[src/design/mss_map.vh]
`ifndef MSS_MAP_VH
`define MSS_MAP_VH
// ----------------------------------------------------------------------------
// Register byte offsets
// ----------------------------------------------------------------------------
`define MSS_OFS_CTRL     12'h000
`define MSS_OFS_START    12'h004
`define MSS_OFS_HOLD     12'h008
`define MSS_OFS_SBRK     12'h00C
`define MSS_OFS_STOP     12'h010
`define MSS_OFS_PBRK     12'h014
`define MSS_OFS_TARGET   12'h018
`define MSS_OFS_STATUS   12'h01C
`define MSS_OFS_FREQ     12'h020
// ----------------------------------------------------------------------------
// Field positions and codes
// ----------------------------------------------------------------------------
`define MSS_CTRL_RUN     0
`define MSS_CTRL_JOG     1
`define MSS_CTRL_REV     2
`define MSS_START_DIRECT 2'd0
`define MSS_START_TRACK  2'd1
`define MSS_START_PREEX  2'd2
`define MSS_ORG_STOP     2'd0
`define MSS_ORG_ZERO     2'd1
`define MSS_ORG_MAX      2'd2
`define MSS_STOP_DECEL   1'b0
`define MSS_STOP_COAST   1'b1
// ----------------------------------------------------------------------------
// Reset values and write limits
// ----------------------------------------------------------------------------
`define MSS_RST_RATE     7'd20
`define MSS_RST_MAXF     16'd5000
`define MSS_RATE_MIN     7'd1
`define MSS_RATE_MAX     7'd100
`define MSS_FREQ_LIM     16'd1000
`define MSS_TIME_LIM     10'd1000
`define MSS_PCT_LIM      7'd100
// ----------------------------------------------------------------------------
// Timing
// ----------------------------------------------------------------------------
`define MSS_CLK_HZ       100000000
`define MSS_TICK_MS      100
`define MSS_TICK_CYC     (`MSS_CLK_HZ / 1000 * `MSS_TICK_MS)
`endif

[src/design/mss_sequencer.v]
// Chosen here: the APB interface to the registers and the placing of the registers.
`timescale 1ns/1ps
`default_nettype none
`include "mss_map.vh"
module mss_sequencer #(
  parameter TICK_CYC = `MSS_TICK_CYC
) (
  input  wire        pclk,
  input  wire        presetn,
  input  wire        psel,
  input  wire        penable,
  input  wire        pwrite,
  input  wire [11:0] paddr,
  input  wire [31:0] pwdata,
  output reg  [31:0] prdata,
  output reg         pready,
  output reg         pslverr,
  input  wire [15:0] motor_speed_est,
  output reg  [15:0] out_freq,
  output reg         out_reverse,
  output reg         out_enable,
  output reg         dc_inject,
  output reg  [6:0]  inject_current,
  output reg         accel_enable,
  output reg         seq_time_count
);
  // --------------------------------------------------------------------------
  // Phase codes
  // --------------------------------------------------------------------------
  // The sequencer walks these phases in one direction per command. A start
  // leaves idle for start braking, pre-excitation, tracking or holding; a
  // stop leaves running for deceleration or goes straight back to idle. The
  // codes are visible in the status word, so software can see which phase
  // holds the drive while a long timed phase runs.
  localparam [3:0] PH_IDLE  = 4'd0;
  localparam [3:0] PH_SBRK  = 4'd1;
  localparam [3:0] PH_PREX  = 4'd2;
  localparam [3:0] PH_TRACK = 4'd3;
  localparam [3:0] PH_HOLD  = 4'd4;
  localparam [3:0] PH_RUN   = 4'd5;
  localparam [3:0] PH_DECEL = 4'd6;
  localparam [3:0] PH_WAIT  = 4'd7;
  localparam [3:0] PH_PBRK  = 4'd8;

  reg  [2:0]  ctrl_reg;
  reg  [1:0]  start_method_select;
  reg  [1:0]  speed_search_origin;
  reg  [6:0]  speed_search_rate;
  reg  [15:0] launch_frequency;
  reg  [9:0]  launch_hold_time;
  reg  [6:0]  start_brake_current;
  reg  [9:0]  start_brake_time;
  reg         stop_method_select;
  reg  [15:0] stop_brake_entry_frequency;
  reg  [9:0]  stop_brake_wait_time;
  reg  [6:0]  stop_brake_current;
  reg  [9:0]  stop_brake_time;
  reg  [15:0] target_reg;
  reg  [15:0] max_freq_reg;
  reg  [15:0] accel_step_reg;
  reg  [15:0] stop_freq_reg;
  reg  [3:0]  phase_reg;
  reg  [9:0]  ticks_reg;
  reg  [26:0] div_reg;
  reg         tick_reg;
  reg         last_rev_reg;
  reg         reversing_reg;
  // Remembers that the present run began as a jog, so that dropping the jog
  // bit still stops by ramp rather than by the configured stop method.
  reg         jog_run_reg;

  // A write lands at the edge that completes the transfer, where pready is
  // sampled high; a read loads prdata in the setup cycle so it stands early.
  wire        apb_wr = psel & penable & pwrite & pready;
  wire        apb_rd = psel & ~penable & ~pwrite;
  wire        run_cmd = ctrl_reg[`MSS_CTRL_RUN] | ctrl_reg[`MSS_CTRL_JOG];
  wire        jog = ctrl_reg[`MSS_CTRL_JOG];
  // Jog forces direct start and ramped stop regardless of settings.
  wire [1:0]  eff_start = jog ? `MSS_START_DIRECT : start_method_select;
  wire        eff_stop = jog_run_reg ? `MSS_STOP_DECEL : stop_method_select;
  // Larger rate gives a larger search step per tick.
  wire [15:0] search_step = {2'b00, speed_search_rate, 7'd0};
  // Distance between the command and the estimate, never negative.
  wire [15:0] delta = (out_freq > motor_speed_est) ? out_freq - motor_speed_est
                                                   : motor_speed_est - out_freq;

  // --------------------------------------------------------------------------
  // Tick generator
  // --------------------------------------------------------------------------
  // One enable pulse every 0.1 s; all phase timers step on it.
  // The divider runs free, so its phase is unrelated to commands and a timed
  // phase may end up to one tick earlier than its setting suggests.
  always @(posedge pclk or negedge presetn) begin
    if (!presetn) begin
      div_reg  <= 27'd0;
      tick_reg <= 1'b0;
    end else if (div_reg == TICK_CYC - 1) begin
      div_reg  <= 27'd0;
      tick_reg <= 1'b1;
    end else begin
      div_reg  <= div_reg + 27'd1;
      tick_reg <= 1'b0;
    end
  end

  // --------------------------------------------------------------------------
  // APB slave
  // --------------------------------------------------------------------------
  // Writes clamp to the documented ranges so the sequencer never sees an
  // out-of-range time or current.
  always @(posedge pclk or negedge presetn) begin
    if (!presetn) begin
      pready <= 1'b0;
      pslverr <= 1'b0;
      prdata <= 32'h0000_0000;
      ctrl_reg <= 3'd0;
      start_method_select <= `MSS_START_DIRECT;
      speed_search_origin <= `MSS_ORG_STOP;
      speed_search_rate <= `MSS_RST_RATE;
      launch_frequency <= 16'd0;
      launch_hold_time <= 10'd0;
      start_brake_current <= 7'd0;
      start_brake_time <= 10'd0;
      stop_method_select <= `MSS_STOP_DECEL;
      stop_brake_entry_frequency <= 16'd0;
      stop_brake_wait_time <= 10'd0;
      stop_brake_current <= 7'd0;
      stop_brake_time <= 10'd0;
      target_reg <= 16'd0;
      max_freq_reg <= `MSS_RST_MAXF;
      accel_step_reg <= 16'd1;
    end else begin
      pready <= psel & penable & ~pready;
      pslverr <= 1'b0;
      // Reads decode in the setup cycle; the word then stands until the next read.
      if (apb_rd) begin
        case (paddr)
          `MSS_OFS_CTRL:   prdata <= {29'd0, ctrl_reg};
          `MSS_OFS_START:  prdata <= {16'd0, 1'b0, speed_search_rate, 4'd0,
                                      speed_search_origin, start_method_select};
          `MSS_OFS_HOLD:   prdata <= {6'd0, launch_hold_time, launch_frequency};
          `MSS_OFS_SBRK:   prdata <= {9'd0, start_brake_current, 6'd0, start_brake_time};
          `MSS_OFS_STOP:   prdata <= {15'd0, stop_method_select, stop_brake_entry_frequency};
          `MSS_OFS_PBRK:   prdata <= {1'b0, stop_brake_current, stop_brake_wait_time,
                                      4'd0, stop_brake_time};
          `MSS_OFS_TARGET: prdata <= {target_reg, accel_step_reg};
          `MSS_OFS_STATUS: prdata <= {23'd0, reversing_reg, out_enable, dc_inject,
                                      accel_enable, phase_reg, out_reverse};
          `MSS_OFS_FREQ:   prdata <= {max_freq_reg, out_freq};
          default:         prdata <= 32'h0000_0000;
        endcase
      end
      // Unmapped offsets answer with an error in the same cycle as pready.
      if (psel & penable & ~pready) begin
        case (paddr)
          `MSS_OFS_CTRL, `MSS_OFS_START, `MSS_OFS_HOLD, `MSS_OFS_SBRK, `MSS_OFS_STOP,
          `MSS_OFS_PBRK, `MSS_OFS_TARGET, `MSS_OFS_STATUS, `MSS_OFS_FREQ:
            pslverr <= 1'b0;
          default: pslverr <= 1'b1;
        endcase
      end
      // Out-of-range codes fall back to their defaults rather than to a spare
      // code; the start case would otherwise run an unknown method as a direct start.
      if (apb_wr) begin
        case (paddr)
          `MSS_OFS_CTRL: ctrl_reg <= pwdata[2:0];
          `MSS_OFS_START: begin
            start_method_select <= (pwdata[1:0] == 2'd3) ? 2'd0 : pwdata[1:0];
            speed_search_origin <= (pwdata[3:2] == 2'd3) ? 2'd0 : pwdata[3:2];
            speed_search_rate <= (pwdata[14:8] < `MSS_RATE_MIN) ? `MSS_RATE_MIN :
                                 (pwdata[14:8] > `MSS_RATE_MAX) ? `MSS_RATE_MAX :
                                 pwdata[14:8];
          end
          `MSS_OFS_HOLD: begin
            launch_frequency <= (pwdata[15:0] > `MSS_FREQ_LIM) ? `MSS_FREQ_LIM
                                                                : pwdata[15:0];
            launch_hold_time <= (pwdata[25:16] > `MSS_TIME_LIM) ? `MSS_TIME_LIM
                                                                 : pwdata[25:16];
          end
          `MSS_OFS_SBRK: begin
            start_brake_time <= (pwdata[9:0] > `MSS_TIME_LIM) ? `MSS_TIME_LIM
                                                               : pwdata[9:0];
            start_brake_current <= (pwdata[22:16] > `MSS_PCT_LIM) ? `MSS_PCT_LIM
                                                                   : pwdata[22:16];
          end
          `MSS_OFS_STOP: begin
            stop_brake_entry_frequency <= pwdata[15:0];
            stop_method_select <= pwdata[16];
          end
          `MSS_OFS_PBRK: begin
            stop_brake_time <= (pwdata[9:0] > `MSS_TIME_LIM) ? `MSS_TIME_LIM : pwdata[9:0];
            stop_brake_wait_time <= (pwdata[23:14] > `MSS_TIME_LIM) ? `MSS_TIME_LIM
                                                                     : pwdata[23:14];
            stop_brake_current <= (pwdata[30:24] > `MSS_PCT_LIM) ? `MSS_PCT_LIM
                                                                  : pwdata[30:24];
          end
          `MSS_OFS_TARGET: begin
            accel_step_reg <= (pwdata[15:0] == 16'd0) ? 16'd1 : pwdata[15:0];
            target_reg <= pwdata[31:16];
          end
          `MSS_OFS_FREQ: max_freq_reg <= pwdata[31:16];
          default: ;
        endcase
      end
    end
  end

  // --------------------------------------------------------------------------
  // Start and stop sequencer
  // --------------------------------------------------------------------------
  // A single phase register keeps the phases mutually exclusive.
  // Every drive-side output of the block is a flip-flop set in this process.
  always @(posedge pclk or negedge presetn) begin
    if (!presetn) begin
      phase_reg <= PH_IDLE;
      ticks_reg <= 10'd0;
      out_freq <= 16'd0;
      out_reverse <= 1'b0;
      out_enable <= 1'b0;
      dc_inject <= 1'b0;
      inject_current <= 7'd0;
      accel_enable <= 1'b0;
      seq_time_count <= 1'b0;
      stop_freq_reg <= 16'd0;
      last_rev_reg <= 1'b0;
      reversing_reg <= 1'b0;
      jog_run_reg <= 1'b0;
    end else begin
      // The timer counts ticks in every phase but idle and a parked hold, which hold it at zero; a timed phase clears it on entry.
      if (tick_reg)
        ticks_reg <= ticks_reg + 10'd1;
      case (phase_reg)
        // Idle keeps every output but out_reverse and inject_current off; a run or jog command picks the start path.
        PH_IDLE: begin
          out_enable <= 1'b0;
          dc_inject <= 1'b0;
          accel_enable <= 1'b0;
          seq_time_count <= 1'b0;
          out_freq <= 16'd0;
          ticks_reg <= 10'd0;
          if (run_cmd) begin
            out_reverse <= ctrl_reg[`MSS_CTRL_REV];
            reversing_reg <= ctrl_reg[`MSS_CTRL_REV] != last_rev_reg;
            jog_run_reg <= jog;
            case (eff_start)
              `MSS_START_TRACK: begin
                phase_reg <= PH_TRACK;
                out_enable <= 1'b1;
                // A tracked start has no hold, so program time counts from here.
                seq_time_count <= 1'b1;
                case (speed_search_origin)
                  `MSS_ORG_ZERO: out_freq <= 16'd0;
                  `MSS_ORG_MAX:  out_freq <= max_freq_reg;
                  default:       out_freq <= stop_freq_reg;
                endcase
              end
              `MSS_START_PREEX: begin
                // Zero time skips field building entirely.
                phase_reg <= (start_brake_time == 10'd0) ? PH_HOLD : PH_PREX;
                dc_inject <= start_brake_time != 10'd0;
                inject_current <= start_brake_current;
              end
              default: begin
                phase_reg <= (start_brake_time == 10'd0) ? PH_HOLD : PH_SBRK;
                dc_inject <= start_brake_time != 10'd0;
                inject_current <= start_brake_current;
              end
            endcase
          end
        end
        // Start braking and pre-excitation share one timer and one current
        // setting; dropping the command abandons the start.
        PH_SBRK, PH_PREX: begin
          if (!run_cmd) begin
            phase_reg <= PH_IDLE;
          end else if (ticks_reg >= start_brake_time) begin
            dc_inject <= 1'b0;
            phase_reg <= PH_HOLD;
            ticks_reg <= 10'd0;
          end
        end
        // The search step is coarse, so lock comes within one step; the output then takes the estimate.
        PH_TRACK: begin
          // Step the output toward the motor estimate; lock when within a step.
          if (!run_cmd) begin
            phase_reg <= PH_IDLE;
          end else if (delta <= search_step) begin
            out_freq <= motor_speed_est;
            phase_reg <= PH_RUN;
          end else if (tick_reg) begin
            out_freq <= (out_freq > motor_speed_est) ? out_freq - search_step
                                                     : out_freq + search_step;
          end
        end
        // Holding keeps itself out of acceleration. A target below the launch
        // frequency parks the drive here with output off until the target rises.
        PH_HOLD: begin
          seq_time_count <= 1'b1;
          accel_enable <= 1'b0;
          if (!run_cmd) begin
            phase_reg <= PH_IDLE;
          end else if (target_reg < launch_frequency) begin
            out_enable <= 1'b0;
            out_freq <= 16'd0;
            ticks_reg <= 10'd0;
          end else begin
            out_enable <= 1'b1;
            out_freq <= launch_frequency;
            if (reversing_reg || ticks_reg >= launch_hold_time)
              phase_reg <= PH_RUN;
          end
        end
        // Running ramps by one step per clock toward the target. A stop either
        // hands over to deceleration or, for a coast stop, cuts output at once.
        PH_RUN: begin
          accel_enable <= 1'b1;
          out_enable <= 1'b1;
          if (!run_cmd) begin
            last_rev_reg <= out_reverse;
            stop_freq_reg <= out_freq;
            accel_enable <= 1'b0;
            if (eff_stop == `MSS_STOP_COAST) begin
              out_enable <= 1'b0;
              out_freq <= 16'd0;
              phase_reg <= PH_IDLE;
            end else begin
              phase_reg <= PH_DECEL;
            end
          end else if (out_freq < target_reg) begin
            out_freq <= (target_reg - out_freq > accel_step_reg) ? out_freq + accel_step_reg
                                                                  : target_reg;
          end else if (out_freq > target_reg) begin
            out_freq <= (out_freq - target_reg > accel_step_reg) ? out_freq - accel_step_reg
                                                                  : target_reg;
          end
        end
        // A fresh run command overturns deceleration. Reaching the entry
        // frequency turns the output off before any braking current flows,
        // which keeps injection away from a fast-spinning rotor.
        PH_DECEL: begin
          if (run_cmd) begin
            phase_reg <= PH_RUN;
          end else if (out_freq <= stop_brake_entry_frequency) begin
            out_enable <= 1'b0;
            ticks_reg <= 10'd0;
            phase_reg <= (stop_brake_time == 10'd0) ? PH_IDLE : PH_WAIT;
            stop_freq_reg <= out_freq;
            out_freq <= 16'd0;
          end else begin
            out_freq <= (out_freq > accel_step_reg) ? out_freq - accel_step_reg
                                                    : 16'd0;
          end
        end
        // The gap lets the rotor field decay before injection begins.
        PH_WAIT: begin
          if (ticks_reg >= stop_brake_wait_time) begin
            phase_reg <= PH_PBRK;
            ticks_reg <= 10'd0;
            dc_inject <= 1'b1;
            inject_current <= stop_brake_current;
          end
        end
        // Stop braking is not cut short by a new command; a pending run
        // restarts from idle once the braking time has passed.
        PH_PBRK: begin
          if (ticks_reg >= stop_brake_time) begin
            dc_inject <= 1'b0;
            phase_reg <= PH_IDLE;
          end
        end
        default: phase_reg <= PH_IDLE;
      endcase
    end
  end
endmodule // mss_sequencer
`default_nettype wire

[config.mk]
export PLATFORM = sky130hd
export DESIGN_NAME = mss_sequencer
export DESIGN_NICKNAME = d
export VERILOG_FILES = /design/src/design/mss_sequencer.v
export VERILOG_INCLUDE_DIRS = /design/src /design/src/design
export SDC_FILE = /design/constraint.sdc
export NUM_CORES = 1
export LEC_CHECK = 0
export BUFFER_PORTS_ARGS = -buffer_cell sky130_fd_sc_hd__clkbuf_2
export CAP_MARGIN = 20
export CORE_MARGIN = 3
export CORE_UTILIZATION = 40
export CTS_CLUSTER_SIZE = 28
export DETAILED_ROUTE_END_ITERATION = 6
export SLEW_MARGIN = 20
export SYNTH_ARGS = -nofsm -noshare
export SYNTH_HDL_FRONTEND = slang
export SYNTH_SLANG_ARGS = --single-unit
[constraint.sdc]
create_clock -name pclk -period 5.4 [get_ports pclk]
set_input_delay 0.81 -clock pclk [delete_from_list [all_inputs] [get_ports pclk]]
set_output_delay 0.81 -clock pclk [all_outputs]
set_load 0.1 [all_outputs]
==> results.sh <==
export IMPL_wirelength_mm=86.7
export IMPL_fin_crit_sh=0.998
export IMPL_syn_area_mm2=0.0206
export IMPL_fp_dieH_um=233
export IMPL_grt_usage=0.314
export IMPL_critPathArrivalTime_ps=5810
export IMPL_synth_distinct_cells=93
export IMPL_clk_latency_ps=560
export IMPL_cp_max_fo=5
export IMPL_max_stage_delay_ps=530
export IMPL_fin_util=0.505
export IMPL_crit_type="reg -> reg"
export IMPL_row_count=82
export IMPL_yosysMostFrequentCell="nand2_1"
export IMPL_htree_levels=2
export IMPL_timing_hold_ws_ps=293
export IMPL_die_w_um=233
export IMPL_numCtsBuffers=34
export IMPL_routedWlPerCell_um=25.3
export IMPL_async_flop_share=1.00
export IMPL_vias=20600
export IMPL_grt_pass1_wl_mm=128
export IMPL_syn_nets=2700
export IMPL_status="finished, violations left"
export IMPL_ir_drop_mv=0.254
export IMPL_synth_largest_area_cell="dfrtp_1"
export IMPL_ys_seq_area_frac=0.331
export IMPL_setup_viol=0
export IMPL_timing_setup_tns_ps=0
export IMPL_clk_path_buf_depth=3
export IMPL_worstHoldPathType="in -> async"
export IMPL_cp_slowest_cell="or4_4"
export IMPL_cts_tree="built"
export IMPL_core_mm2=0.0505
export IMPL_powerDensity_mw_per_mm2=484
export IMPL_hpwlAfterDp_mm=67.3
export IMPL_ys_flop_type="dfrtp_1"
export IMPL_ios=127
export IMPL_ys_ff_latch=272
export IMPL_synth_edf_count=0
export IMPL_antenna_found_initial=4
export IMPL_synth_cells=2414
export IMPL_fp_dieArea_mm2=0.0542
export IMPL_p_total_mw=12.3
export IMPL_portBuffers=126
export IMPL_synthTopCellsByArea="dfrtp_1 32%, ha_1 13%, o21ai_0 5.5%"
export IMPL_finalHoldViolCount=0
export IMPL_period_minus_slack_ps=5390
export IMPL_cts_sinks=272
export IMPL_firstDrtPassIters=7
export IMPL_drive_above_1_share=0.233
export IMPL_fillers=4857
export IMPL_area_growth_pct=23.8
export IMPL_synth_top_area_share=0.321
export IMPL_cts_root_buf="clkbuf_16"
export IMPL_rsz0062_at_grt="yes"
export IMPL_drt_iter0_drc=1921
export IMPL_gp_congestion=0.993
export IMPL_cp_start_kind="flip-flop"
export IMPL_synth_commonest_cells="273 x nand2_1, 264 x dfrtp_1, 225 x o21ai_0, 216 x ha_1, 182 x inv_1"
export IMPL_synth_area_per_cell_um2=8.52
export IMPL_largest_reg_flops=32
export IMPL_clock_skew_ps=34.5
export IMPL_required_ps=5830
export IMPL_fmax_mhz=186
export IMPL_via_per_inst=6.03
export IMPL_r2r_start="out_freq[0]"
export IMPL_ant_nets=0
export IMPL_power_leakage_nw=12.0
export IMPL_critPathCaptureType="flip-flop"
export IMPL_initial_core_util=0.408
export IMPL_slew_headroom=0.262
export IMPL_drc=12
export IMPL_grt_pass1_vias=20200
export IMPL_clk_pin_slew_ps=60
export IMPL_tightest_slew_ps=1100
export IMPL_violations="design-rule violations"
export IMPL_max_cap_violations=0
export IMPL_grt_overflow=0
export IMPL_ys_warnings_count=0
export IMPL_report_final_slew_viol_count=0
export IMPL_cp_startpoint="out_freq[0]"
export IMPL_grt_max_degree=139
export IMPL_layout_nets=3007
-- power breakdown --
part           switching (mW)  internal (mW)
Combinational            4.75           2.90
Clock                   0.970           1.34
Sequential              0.161           2.19
Total                    5.88           6.44
-- per-stage QoR --
step,worst slack [ps],instance area (um2),cells
final,11.8,25500,3420
after global routing,-204,25500,3419
after CTS,-15.4,25100,3413
after detailed placement,-679,23600,3334
after global placement,-573,23600,3333
after floorplan,-92.4,20800,2414
-- placed cells by master (no fill, tap or decap), types with 11 or more instances in the layout --
cell       synthesis  final
xnor2_1           59     59
o221ai_1          13     11
a21o_1            35     35
nand2_1          273    266
o21a_1            23     23
dfrtp_1          264    248
a22o_1            18     18
o211ai_1          11     11
nand2b_1          34     32
o21ai_1            3     13
nand3_1           54     50
a21oi_2            3     16
nand4_1           35     35
a21oi_1          167    152
a31oi_1           29     29
a222oi_1          23     23
xor2_1            43     43
clkbuf_16          0     34
o21bai_1          21     19
a22oi_1           27     27
nor2b_1           21     20
nor3_1            37     26
ha_1             216    204
clkbuf_2           0    125
o21ai_0          225    209
mux2i_1           27     26
a221oi_1          28     25
buf_4              1    252
inv_1            182    174
dfrtp_2            0     15
nor4_1            20     16
nor2_1           171    167
and3_1            12     12
mux2_2            33     33
-- area by class of cell --
| cell class | count | area, um2 | area share |
|---|---|---|---|
| multi-input combinational | 1839 | 13300 | 0.520 |
| sequential | 272 | 6840 | 0.269 |
| timing repair buffer | 392 | 2730 | 0.107 |
| clock buffer | 53 | 1010 | 0.0397 |
| tap | 672 | 841 | 0.0330 |
| inverter | 182 | 707 | 0.0278 |
| clock inverter | 9 | 88.8 | 0.00349 |
| antenna | 1 | 2.50 | 0.0000982 |
-- critical path: cells and delay by family, from the launching register on --
kind                     cells  cell delay, ps
AND/OR/NAND/NOR              6            1440
AO/OA/AOI/OAI               12            2060
multiplexers                 1             320
adder cells (fa/ha/maj)      2             500
XOR/XNOR                     1             150
flip-flops                   1             420
buffers and inverters        3             350
-- cells by family (layout without fill, tap and decap cells) --
logic type,Yosys count,count (layout),synth area share
AO/OA/AOI/OAI,726,726,0.231
flip-flops,272,272,0.331
AND/OR/NAND/NOR,722,722,0.164
adder cells (fa/ha/maj),221,221,0.136
multiplexers,66,66,0.0350
XOR/XNOR,104,104,0.0456
other,0,1,0
buffers and inverters,303,636,0.0573
-- worst paths after layout --
| check | endpoint | slack, ps | cells past startpoint |
|---|---|---|---|
| max in group asynchronous | accel_enable | 3820 | 2 |
| hold / removal | prdata[9] | 290 | 1 |
| min in group pclk | div_reg[4] | 470 | 1 |
| setup / recovery | phase_reg[2] | 10 | 25 |
| setup reg to reg | phase_reg[2] | 10 | 25 |
| hold reg to reg | div_reg[4] | 470 | 1 |
-- layer usage --
metal	vias to the layer above	track usage	wire (um)
met5	-	0	27
met4	4	0.160	5200
met3	283	0.0477	6260
met2	982	0.509	39800
met1	10100	0.406	35400
li1	9281	-	-
-- repair_timing --
| action | 4_1_cts | 5_1_grt |
|---|---|---|
| gates cloned | 0 | 0 |
| gates resized for setup | 48 | 77 |
| buffers inserted | 17 | 7 |
| pin swaps | 25 | 41 |
| endpoints found under the setup margin | 20 | 20 |
| hold buffers | 0 | 0 |
No activity file was read; power rests on OpenSTA's default activity.
